**src/inc/wdt_regs.svh**
```systemverilog
/*
  Watchdog register indices, reset values, key and timing counts.
  Assumes a 100 MHz ref_clk; byte address of a register is four times its index.
*/
`ifndef WDT_REGS_SVH
`define WDT_REGS_SVH

// register indices
`define WDT_MODE_IDX 16'hff48
`define WDT_SVC_IDX 16'hff49
`define WDT_STAT_IDX 16'hff4a

// values
`define WDT_MODE_RST 8'h67
`define WDT_SVC_READ 8'h9a
`define WDT_SVC_KEY 8'hac

// field layout of the status register
`define WDT_STAT_WRITTEN 21
`define WDT_STAT_OFF 22

// overflow exponents
`define WDT_EXP_RL 5'h0b
`define WDT_EXP_FX 5'h0d

// clock rates and derived tick dividers
`define WDT_CLK_MHZ 100
`define WDT_FRL_KHZ 480
`define WDT_FX_MHZ 10
`define WDT_FRL_DIV ((`WDT_CLK_MHZ * 1000) / `WDT_FRL_KHZ)
`define WDT_FX_DIV (`WDT_CLK_MHZ / `WDT_FX_MHZ)

// pause after STOP: typical figure, within 17 us to 67 us
`define WDT_PAUSE_US 34
`define WDT_PAUSE_CYC (`WDT_PAUSE_US * `WDT_CLK_MHZ)
`define WDT_PAUSE_MIN_US 17
`define WDT_PAUSE_MIN_CYC (`WDT_PAUSE_MIN_US * `WDT_CLK_MHZ)

`endif

```
**src/inc/wdt_pkg.sv**
```systemverilog
/*
  Types shared by the watchdog: mode register layout and sleep-state encoding.
  Assumes nothing beyond a SystemVerilog compiler.
*/
package wdt_pkg;

  // mode register fields
  typedef struct packed {
    logic [2:0] fixed_top;
    logic clk_sel_hi;
    logic clk_sel_lo;
    logic [2:0] interval_sel;
  } wdt_mode_t;

  // sleep handling states
  typedef enum logic [1:0] {
    ST_RUN = 2'b00,
    ST_SLEEP = 2'b01,
    ST_SETTLE = 2'b10,
    ST_PAUSE = 2'b11
  } wdt_state_t;

endpackage

```
**src/rtl/wdt_tick.sv**
```systemverilog
/*
  Divider giving a one-cycle enable pulse every DIV cycles of ref_clk.
  Assumes DIV between 2 and 255.
*/
`timescale 1ns/1ps
module wdt_tick #(
  parameter logic [7:0] DIV = 8'h0a
) (
  // clock and reset
  input wire logic ref_clk,
  input wire logic rst_b,
  // enable pulse
  output logic tick
);

  logic [7:0] cnt;
  logic [7:0] next_cnt;
  logic next_tick;

  // wrap at DIV-1 and flag the wrap
  always_comb begin
    next_tick = (cnt == DIV - 8'h01);
    next_cnt = next_tick ? 8'h00 : cnt + 8'h01;
  end

  // registered so the pulse comes from a flop
  always_ff @(posedge ref_clk or negedge rst_b) begin
    if (!rst_b) begin
      cnt <= 8'h00;
      tick <= 1'b0;
    end else begin
      cnt <= next_cnt;
      tick <= next_tick;
    end
  end

endmodule

```
**src/rtl/wdt_top.sv**
```systemverilog
/*
  Watchdog timer with write-once mode register, keyed service register and
  HALT/STOP handling, reached over a classic Wishbone slave.
  Assumes halt, stop, bit_op, xtal_src and osc_settled come from CPU logic
  on ref_clk; the option strap is a pin and is synchronised.
*/
// The Wishbone interface to the registers and the address map were chosen for this implementation.
`timescale 1ns/1ps
`include "wdt_regs.svh"
module wdt_top
  import wdt_pkg::*;
(
  // clock and reset
  input wire logic ref_clk,
  input wire logic rst_b,
  // wishbone slave
  input wire logic wb_cyc,
  input wire logic wb_stb,
  input wire logic wb_we,
  input wire logic [3:0] wb_sel,
  input wire logic [31:0] wb_adr,
  input wire logic [31:0] wb_dat_w,
  output logic [31:0] wb_dat_r,
  output logic wb_ack,
  // cpu status
  input wire logic bit_op,
  input wire logic halt,
  input wire logic stop,
  input wire logic xtal_src,
  input wire logic osc_settled,
  // factory option strap, high when the watchdog may be stopped
  input wire logic opt_stoppable_pin,
  // internal chip reset request
  output logic wdt_rst
);

  ////////////////////////////////////////////////////////////////////////////
  // helpers

  // overflow limit minus one for an interval code and clock source
  function automatic logic [20:0] last_count(input logic [2:0] code,
                                             input logic sys);
    logic [4:0] expo;
    expo = (sys ? `WDT_EXP_FX : `WDT_EXP_RL) + {2'b00, code};
    last_count = (21'h000001 << expo) - 21'h000001;
  endfunction

  // register hit at a given index, word aligned; wb_sel is not looked at here
  function automatic logic hit(input logic [31:0] adr, input logic [15:0] idx);
    hit = (adr == {14'h0000, idx, 2'b00});
  endfunction

  ////////////////////////////////////////////////////////////////////////////
  // clock enables

  logic rl_tick;
  logic fx_tick;

  wdt_tick #(.DIV(8'(`WDT_FRL_DIV))) u_rl_tick (
    .ref_clk(ref_clk),
    .rst_b(rst_b),
    .tick(rl_tick)
  );

  wdt_tick #(.DIV(8'(`WDT_FX_DIV))) u_fx_tick (
    .ref_clk(ref_clk),
    .rst_b(rst_b),
    .tick(fx_tick)
  );

  ////////////////////////////////////////////////////////////////////////////
  // option strap: synchronised, then caught once after reset release

  logic opt_s1;
  logic opt_s2;
  logic opt_stop;
  logic [1:0] cap_cnt;
  logic next_opt_stop;
  logic [1:0] next_cap_cnt;

  // fixed-clock until caught, the safe reading of the strap
  always_comb begin
    next_opt_stop = opt_stop;
    next_cap_cnt = cap_cnt;
    if (cap_cnt != 2'h3) begin
      next_cap_cnt = cap_cnt + 2'h1;
      if (cap_cnt == 2'h2) begin
        next_opt_stop = opt_s2;
      end
    end
  end

  always_ff @(posedge ref_clk or negedge rst_b) begin
    if (!rst_b) begin
      opt_s1 <= 1'b0;
      opt_s2 <= 1'b0;
      opt_stop <= 1'b0;
      cap_cnt <= 2'h0;
    end else begin
      opt_s1 <= opt_stoppable_pin;
      opt_s2 <= opt_s1;
      opt_stop <= next_opt_stop;
      cap_cnt <= next_cap_cnt;
    end
  end

  ////////////////////////////////////////////////////////////////////////////
  // wishbone decode

  logic fire;
  logic hit_mode;
  logic hit_svc;
  logic hit_stat;
  logic wr_mode;
  logic wr_svc;
  logic svc_key;
  logic svc_bad;

  // a write takes effect at the edge where ack is high
  always_comb begin
    fire = wb_cyc & wb_stb & wb_ack;
    hit_mode = hit(wb_adr, `WDT_MODE_IDX);
    hit_svc = hit(wb_adr, `WDT_SVC_IDX);
    hit_stat = hit(wb_adr, `WDT_STAT_IDX);
    wr_mode = fire & wb_we & hit_mode & wb_sel[0] & ~bit_op;
    wr_svc = fire & wb_we & hit_svc & wb_sel[0];
    svc_key = wr_svc & ~bit_op & (wb_dat_w[7:0] == `WDT_SVC_KEY);
    // any single-bit access to the service register or non-key write to it is misuse
    svc_bad = (fire & hit_svc & bit_op) | (wr_svc & ~svc_key);
  end

  ////////////////////////////////////////////////////////////////////////////
  // mode register

  wdt_mode_t mode;
  wdt_mode_t next_mode;
  logic written;
  logic next_written;
  logic sys_sel;
  logic wdt_off;

  // fixed option keeps clock bits at 00, so it can never stop or switch
  always_comb begin
    next_mode = mode;
    next_written = written;
    if (wr_mode && !written) begin
      next_mode = wdt_mode_t'(wb_dat_w[7:0]);
      if (!opt_stop) begin
        next_mode.clk_sel_hi = 1'b0;
        next_mode.clk_sel_lo = 1'b0;
      end
      next_written = 1'b1;
    end
  end

  always_ff @(posedge ref_clk or negedge rst_b) begin
    if (!rst_b) begin
      mode <= wdt_mode_t'(`WDT_MODE_RST);
      written <= 1'b0;
    end else begin
      mode <= next_mode;
      written <= next_written;
    end
  end

  // clock-select decode
  always_comb begin
    sys_sel = opt_stop & ~mode.clk_sel_hi & mode.clk_sel_lo;
    wdt_off = opt_stop & mode.clk_sel_hi;
  end

  ////////////////////////////////////////////////////////////////////////////
  // sleep handling

  wdt_state_t state;
  wdt_state_t next_state;
  logic was_stop;
  logic next_was_stop;
  logic [11:0] pause_cnt;
  logic [11:0] next_pause_cnt;
  logic sleep;

  // only the stoppable option leaves ST_RUN
  always_comb begin
    sleep = halt | stop;
    next_state = state;
    next_was_stop = was_stop;
    next_pause_cnt = pause_cnt;
    unique case (state)
      ST_RUN: begin
        if (opt_stop && sleep) begin
          next_state = ST_SLEEP;
          next_was_stop = stop;
        end
      end
      ST_SLEEP: begin
        if (!sleep) begin
          next_pause_cnt = 12'(`WDT_PAUSE_CYC - 1);
          if (!was_stop) begin
            next_state = ST_RUN;
          end else if (sys_sel && xtal_src) begin
            next_state = ST_SETTLE;
          end else begin
            next_state = ST_PAUSE;
          end
        end
      end
      ST_SETTLE: begin
        if (sleep) begin
          next_state = ST_SLEEP;
        end else if (osc_settled) begin
          next_state = ST_PAUSE;
        end
      end
      ST_PAUSE: begin
        if (sleep) begin
          next_state = ST_SLEEP;
        end else if (pause_cnt == 12'h000) begin
          next_state = ST_RUN;
        end else begin
          next_pause_cnt = pause_cnt - 12'h001;
        end
      end
    endcase
  end

  always_ff @(posedge ref_clk or negedge rst_b) begin
    if (!rst_b) begin
      state <= ST_RUN;
      was_stop <= 1'b0;
      pause_cnt <= 12'h000;
    end else begin
      state <= next_state;
      was_stop <= next_was_stop;
      pause_cnt <= next_pause_cnt;
    end
  end

  ////////////////////////////////////////////////////////////////////////////
  // counter and internal reset

  logic [20:0] cnt;
  logic [20:0] next_cnt;
  logic [20:0] lim;
  logic cnt_en;
  logic clr;
  logic ovf;
  logic next_rst;

  // fixed option counts on every low-speed tick whatever the cpu does
  always_comb begin
    lim = last_count(mode.interval_sel, sys_sel);
    cnt_en = (sys_sel ? fx_tick : rl_tick) & ~wdt_off;
    if (opt_stop) begin
      cnt_en = cnt_en & (state == ST_RUN);
    end
    clr = (wr_mode & ~written) | svc_key;
    ovf = cnt_en & (cnt == lim);
    next_cnt = cnt;
    if (clr) begin
      next_cnt = 21'h000000;
    end else if (ovf) begin
      next_cnt = 21'h000000;
    end else if (cnt_en) begin
      next_cnt = cnt + 21'h000001;
    end
    // misuse resets are dropped once the first write stopped the timer
    next_rst = ovf | (~wdt_off & ((wr_mode & written) | svc_bad));
  end

  always_ff @(posedge ref_clk or negedge rst_b) begin
    if (!rst_b) begin
      cnt <= 21'h000000;
      wdt_rst <= 1'b0;
    end else begin
      cnt <= next_cnt;
      wdt_rst <= next_rst;
    end
  end

  ////////////////////////////////////////////////////////////////////////////
  // bus answer: one wait state, ack drops the cycle after

  logic next_ack;
  logic [31:0] next_dat;

  // unmapped reads return zero and are still acknowledged
  always_comb begin
    next_ack = wb_cyc & wb_stb & ~wb_ack;
    next_dat = 32'h00000000;
    if (hit_mode) begin
      next_dat = {24'h000000, mode};
    end else if (hit_svc) begin
      next_dat = {24'h000000, `WDT_SVC_READ};
    end else if (hit_stat) begin
      next_dat = {9'h000, wdt_off, written, cnt};
      next_dat[24:23] = state;
    end
  end

  always_ff @(posedge ref_clk or negedge rst_b) begin
    if (!rst_b) begin
      wb_ack <= 1'b0;
      wb_dat_r <= 32'h00000000;
    end else begin
      wb_ack <= next_ack;
      wb_dat_r <= next_dat;
    end
  end

  ////////////////////////////////////////////////////////////////////////////
  // checks

  logic [11:0] pause_len;
  logic [11:0] next_pause_len;

  // length of the current pause, kept apart from pause_cnt for the check
  always_comb begin
    next_pause_len = 12'h000;
    if (state == ST_PAUSE) begin
      next_pause_len = pause_len + 12'h001;
    end
  end

  always_ff @(posedge ref_clk or negedge rst_b) begin
    if (!rst_b) begin
      pause_len <= 12'h000;
    end else begin
      pause_len <= next_pause_len;
    end
  end
endmodule

```
**config.mk**
```make
export PLATFORM = sky130hd
export DESIGN_NAME = wdt_top
export DESIGN_NICKNAME = d
export VERILOG_FILES = /design/src/inc/wdt_pkg.sv /design/src/rtl/wdt_tick.sv /design/src/rtl/wdt_top.sv
export VERILOG_INCLUDE_DIRS = /design/src /design/src/inc
export SDC_FILE = /design/constraint.sdc
export NUM_CORES = 1
export LEC_CHECK = 0
export ABC_AREA = 0
export BUFFER_PORTS_ARGS = -buffer_cell sky130_fd_sc_hd__clkbuf_2
export CAP_MARGIN = 20
export CORE_ASPECT_RATIO = 1.75
export CORE_UTILIZATION = 44
export DETAILED_ROUTE_END_ITERATION = 16
export PLACE_DENSITY = 0.77
export RECOVER_POWER = 100
export SLEW_MARGIN = 20
export SYNTH_ARGS = -nofsm -noshare
export SYNTH_HDL_FRONTEND = slang
export SYNTH_SLANG_ARGS = --single-unit
```
**constraint.sdc**
```tcl
create_clock -name ref_clk -period 5.6 [get_ports ref_clk]
set_input_delay 0.28 -clock ref_clk [delete_from_list [all_inputs] [get_ports ref_clk]]
set_output_delay 0.28 -clock ref_clk [all_outputs]
set_load 0.005 [all_outputs]
```
## Word level (Yosys, flattened, before mapping)

Cells that the tools add are included.

- Register bits: 102
- Bits of input ports: 79
- Output and inout port bits: 34
- Word-level logic and storage cells: 117

- $add $sub $neg: 7
- Equal/unequal tests: 18
- Shift operators: 1
- Multiplexer cells: 25
- Bitwise operators: 34
- Reductions and logical operators: 12

Operators by type and width:

| operator | number |
|---|---|
| equality test 32 x 18 -> 1 bit, second input constant | 3 |
| two-way mux 25 bit | 3 |
| two-way mux 21 bit | 3 |
| two-way mux 12 bit | 3 |
| case mux 12 bit (2 select lines) | 1 |
| bitwise AND 1 bit | 23 |
| adder 21 x 1 -> 21 bit, second input constant | 1 |
| equality test 21 bit | 1 |
| left shift 1 x 5 -> 21 bit, first input constant | 1 |
| subtractor 21 x 1 -> 21 bit, second input constant | 1 |
| adder 8 x 1 -> 8 bit, second input constant | 2 |
| equality test 8 bit, second input constant | 2 |
| two-way mux 2 bit | 8 |
| two-way mux 8 bit | 2 |
| logical NOT 12 bit | 1 |
| subtractor 12 x 1 -> 12 bit, second input constant | 1 |
| != test 2 bit, second input constant | 5 |
| equality test 8 x 4 -> 1 bit, second input constant | 1 |
| case mux 2 bit (4 select lines) | 1 |
| AND reduction 4 bit | 2 |
| equality test 2 bit, second input constant | 3 |
| != test 3 bit, second input constant | 2 |
| inverter 1 bit | 6 |
| adder 4 x 3 -> 5 bit | 1 |
| other kinds (11) | 20 |

## Depth between registers and ports, before layout

- Word-level depth: 13
- Gate-level depth with buffers: 21
- Gate-level depth less buffers: 17

## By module

From an unflattened synthesis, not the netlist that was laid out.

- Cell total of the unflattened synthesis: 606
- Area total of the unflattened synthesis: 5651.7 um2

Modules (own cells, without submodules):

| module | instances | cells an instance | area each (um2) | sequential area each (um2) |
|---|---|---|---|---|
| wdt_top | 1 | 539 | 4858.4 | 1933.1 |
| wdt_tick at u_rl_tick | 1 | 36 | 400.4 | 225.2 |
| wdt_tick at u_fx_tick | 1 | 31 | 392.9 | 225.2 |

## Worst setup path after synthesis

No wires, ideal clock.

- Path type: reg-to-reg
- From: register opt_stop
- To: register cnt[17]
- Library setup time: 119 ps
- Arrival: 4385 ps
- Data required time: 5481 ps
- Slack: 1097 ps
- Stages on the path, launching flop included: 20
- Path buffers: 4
- Clock period less this slack: 4503 ps
- Cell sequence: dfrtp_1 buf_4 nand3b_4 inv_4 buf_4 o21ai_0 fa_1 nor2_1 and2_1 nand3_1 ha_1 clkbuf_1 xor2_1 xnor2_1 a311oi_1 nand3b_1 or4_4 o21ai_4 buf_6 nor2_1

- Word-level cells in the longest chain between the ends: 10
- Elaborated cells between the ends (all ways): 17
- Those cells by class: add/sub: 2; eq/ne: 1; shift: 1; mux: 5; bitwise: 7; reduce/logical: 1

RTL lines:

| element | RTL line | RTL |
|---|---|---|
| start, declared | wdt_top.sv:76 | `logic opt_stop;` |
| start signal, assigned | wdt_top.sv:102 | `opt_stop <= next_opt_stop;` |
| bitwise AND 1 bit (2 in a row) | wdt_top.sv:168 | `sys_sel = opt_stop & ~mode.clk_sel_hi & mode.clk_sel_lo;` |
| two-way mux 3 bit (no line) | n/a |  |
| adder 4 x 3 -> 5 bit | wdt_top.sv:44 | `` expo = (sys ? `WDT_EXP_FX : `WDT_EXP_RL) + {2'b00, code}; `` |
| left shift 1 x 5 -> 21 bit | wdt_top.sv:45 | `last_count = (21'h000001 << expo) - 21'h000001;` |
| subtractor 21 x 1 -> 21 bit | wdt_top.sv:45 |  |
| equality test 21 bit | wdt_top.sv:258 | `ovf = cnt_en & (cnt == lim);` |
| bitwise AND 1 bit | wdt_top.sv:258 |  |
| two-way mux 21 bit | wdt_top.sv:262 | `end else if (ovf) begin` |
| two-way mux 21 bit | wdt_top.sv:260 | `if (clr) begin` |
| end signal, assigned | wdt_top.sv:276 | `cnt <= next_cnt;` |
| end, declared | wdt_top.sv:242 | `logic [20:0] cnt;` |

Several ways; a longest one is shown, not always the timed one.
A chain may end at the register's enable or synchronous reset.

## Final worst setup path

- From: register mode[1] (netlist name)
- To: register cnt[18]

- Word-level cells in the longest chain between the ends: 7
- Elaborated cells between the ends (all ways): 8
- Those cells by class: add/sub: 2; eq/ne: 1; shift: 1; mux: 2; bitwise: 1; reduce/logical: 1

RTL lines:

| element | RTL line | RTL |
|---|---|---|
| start, declared | wdt_top.sv:135 | `wdt_mode_t mode;` |
| start signal, assigned | wdt_top.sv:158 | `` mode <= wdt_mode_t'(`WDT_MODE_RST); `` |
| start signal, assigned | wdt_top.sv:161 | `mode <= next_mode;` |
| adder 4 x 3 -> 5 bit * | wdt_top.sv:44 |  |
| left shift 1 x 5 -> 21 bit * | wdt_top.sv:45 |  |
| subtractor 21 x 1 -> 21 bit * | wdt_top.sv:45 |  |
| equality test 21 bit * | wdt_top.sv:258 |  |
| bitwise AND 1 bit * | wdt_top.sv:258 |  |
| two-way mux 21 bit | wdt_top.sv:262 |  |
| two-way mux 21 bit | wdt_top.sv:260 |  |

Every way passes the cells marked *; elsewhere a longest branch is shown, timed or not.

==> run summary <==
Slew headroom - -36.9%
slowest library cell on the worst path - dfstp_2
Max H-tree Level - 3
PnR worst setup slack - 0.772 ns
ys flop type - dfrtp_1
met1 wire length - 5540 um
startpoint types - flop
Starting Density - 44.8%
EDFF count, synth - 0
Final Power - 1.47 mW
antenna violations before repair - 0
Clock transition at path regs - 0.07 ns
area grow syn2layout - 14.8%
Seq cells post-synth - 95
min-delay src - opt_stoppable_pin
reg2reg path depth - 16
Hold Crit Depth - 1
Nets - 762
library cells used by synthesis - 78
final std cells w/o fill - 846
Crit. End Element - flop
wire per inst - 17.7 um
Ant. Diodes - 0
CTS tree - yes
Synth area leader - dfrtp_1
Buf+Inv Stages, Crit Path - 1
Vias per Instance - 5.77
fin. max-slew vios - 40
failing checks - design-rule violations, max-capacitance violations, max-slew violations
global-route wire length before repair - 24200 um
Clock Latency Late Sink - 0.35 ns
post-detail-place hpwl - 11200 um
min cycle time layout - 4.83 ns
RR Endpoint - cnt[18]
Ys Warns - 0
ratio of cells with drive above 1 in the final layout - 16.1%
fin crit share - 86.2%
Hold Fails Final Rpt - 0
ys async rst share - 100%
setup total negative slack - 0 ns
Seq/Total Area, Yosys - 42.8%
Worst R2R Start - mode[1]
Die W - 87.0 um
die height - 151 um
Max IR drop VDD - 0.000136 V
clock root buffer - clkbuf_16
Setup violations, final - 0
critical path type - reg -> reg
flop-to-flop setup slack - 0.77 ns
Min-Delay Endpoint - opt_s1
met2 WL - 8070 um
worst hold slack - 0.0419 ns
run status - finished with violations
RSZ-0062 raised after global routing - false
Pre-antenna DRT Iters - 11
Max Fclk - 207 MHz
core area - 12400 um^2
Mapped Area - 5570 um^2
Pwr Density - 230 nW/um^2
via count - 4884
dpl cells - 829
WP data required - 5.84 ns
CP Cell Sequence - nor2_1 -> o21ai_0 -> fa_1 -> nor2_1 -> and2_0 -> nand3_1 -> ha_1 -> xnor2_1 -> a21oi_1 -> nand3_1 -> a311oi_1 -> nand3b_1 -> or4_1 -> o21ai_4 -> buf_12 -> nor2_1
antenna viol nets, final - 0
vias in the first global route - 4816
Yosys top cell area share - 40.4%
final wirelength - 15000 um
most common cell in the netlist - dfrtp_1
LEAKAGE - 2.82 nW
Port-buffer cells - 78
Core Rows - 54
clock tree sinks - 95
crit path max fanout - 26
CP max stage delay - 0.84 ns
dpl ws - 1.01 ns
gpl congestion - 0.949
Hold Path Class - in -> reg
Avg Synthesized Cell Area - 9.22 um^2
total gr overflow - 0
most frequent CP cell - nor2_1
clk buf depth - 2
Remaining DRCs - 1
max-capacitance violation count - 1
Cells after Synth - 604
kind of cell adding the most delay to the critical path - simple AND/OR/NAND/NOR gates
Slew @ Worst Pin - 2.05 ns
drt initial violations - 455
met3 WL - 617 um
largest net degree at the start of global routing - 58
Synth area leaders - dfrtp_1 40%, nor2_1 5.1%, xnor2_1 4.6%, xor2_1 3.8%, nand3_1 3.1%
crit path DAT - 5.06 ns
Post-CTS Resized - 0
total global-route track usage - 24.5%
highest routed layer - met4
number of CTS-inserted buffers - 9
# IOs - 113
clk_skew - 0.0105 ns
Die Area - 13100 um^2
top cells by count, synth - 90 x dfrtp_1, 76 x nor2_1, 45 x nand2_1
## sequential cells by signal (all words and copies together) (netlist names)
name	cells
mode	8
wb_dat_r	25
u_fx_tick.cnt	8
opt_s2	1
wdt_rst	1
u_rl_tick.tick	1
state	2
cap_cnt	2
opt_s1	1
pause_cnt	12
written	1
cnt	21
opt_stop	1
was_stop	1
u_rl_tick.cnt	8
u_fx_tick.tick	1
wb_ack	1
## routing by layer
layer  GRT usage, %  vias to the layer above
met3           3.92                       41
met4           13.6                        0
li1               -                     2286
met5              0                        -
met2           45.6                      188
met1           25.8                     2369
## layout make-up
cell class / instances / area [um^2]
Inverter: 17 / 66.3
Sequential cell: 95 / 2380
Multi-Input combinational cell: 463 / 2960
Tap cell: 168 / 210
Clock inverter: 7 / 103
Fill cell: 1172 / 6040
Clock buffer: 9 / 225
Timing Repair Buffer: 87 / 444
## worst max-delay path by stage
stage / startpoint / to / slack, ns / cells past startpoint
floorplan: opt_stop / cnt[17] / 1.10 / 19
global placement: mode[1] / cnt[13] / 1.06 / 14
detailed placement: mode[1] / cnt[18] / 1.01 / 16
CTS: mode[1] / cnt[18] / 0.99 / 16
global route: mode[1] / cnt[18] / 0.43 / 16
finish: mode[1] / cnt[18] / 0.77 / 16
## kinds of logic (layout without fill, tap and decap cells)
| group | Yosys count | after routing | share of synthesized area [%] |
|---|---|---|---|
| AOI/OAI and AO/OA | 107 | 107 | 13.5 |
| other | 1 | 7 | 0.0674 |
| muxes | 16 | 16 | 2.99 |
| adders and majority gates | 10 | 10 | 2.38 |
| xor gates and xnor gates | 54 | 54 | 8.63 |
| buffers and inverters | 52 | 120 | 4.47 |
| and+or+nand+nor | 269 | 269 | 25.2 |
| DFF | 95 | 95 | 42.8 |
## per-stage QoR
step / area (um^2) / util (%)
final: 6390 / 51.4
after global routing: 6390 / 51.4
after CTS: 6420 / 51.7
after detailed placement: 6080 / 48.9
after global placement: 6080 / 48.9
after floorplan: 5590 / -
## worst reg2reg max path: stages (launching register included)
cell	delay (ns)
dfstp_2	0.84
nor2_1	0.15
o21ai_0	0.41
fa_1	0.52
nor2_1	0.15
and2_0	0.35
nand3_1	0.13
ha_1	0.33
xnor2_1	0.14
a21oi_1	0.12
nand3_1	0.09
a311oi_1	0.31
nand3b_1	0.11
or4_1	0.63
o21ai_4	0.22
buf_12	0.17
nor2_1	0.07
## timing repair
| action | CTS | global route |
|---|---|---|
| setup buffers | 0 | 0 |
| endpoints found under the hold margin | 37 | 0 |
| hold buffers | 1 | 0 |
## cell usage in the layout (no fill, tap or decap), types with 3 or more instances in the layout
master,netlist,routed
a21oi_1,22,22
a22o_1,3,3
a311oi_1,3,3
a31oi_1,3,3
a32oi_1,3,3
and2_0,0,11
and2_1,18,7
and3_1,12,12
buf_4,10,5
clkbuf_1,17,19
clkbuf_16,0,9
clkbuf_2,0,61
conb_1,1,7
dfrtp_1,90,90
dfstp_2,5,5
ha_1,9,9
inv_1,16,16
mux2_2,5,5
mux2i_1,11,11
nand2_1,45,45
nand3_1,34,34
nand3b_1,6,6
nand4_1,12,12
nor2_1,76,76
nor2b_1,4,4
nor3_1,14,14
nor3b_1,4,4
nor4_1,10,9
nor4b_1,3,3
o2111ai_1,3,3
o211ai_1,5,5
o21ai_0,29,29
o2bb2ai_1,3,3
o31ai_1,4,4
or2_2,6,5
or3_1,7,7
or4_1,2,3
xnor2_1,29,29
xor2_1,24,24
## where the power goes
group          internal [mW]  switching (mW)  leakage [nW]
logic                 0.0328          0.0476          1.46
registers              0.696          0.0178          1.20
clock network          0.396           0.276         0.157
total                   1.13           0.342          2.82
No activity file was read; power rests on OpenSTA's default activity.
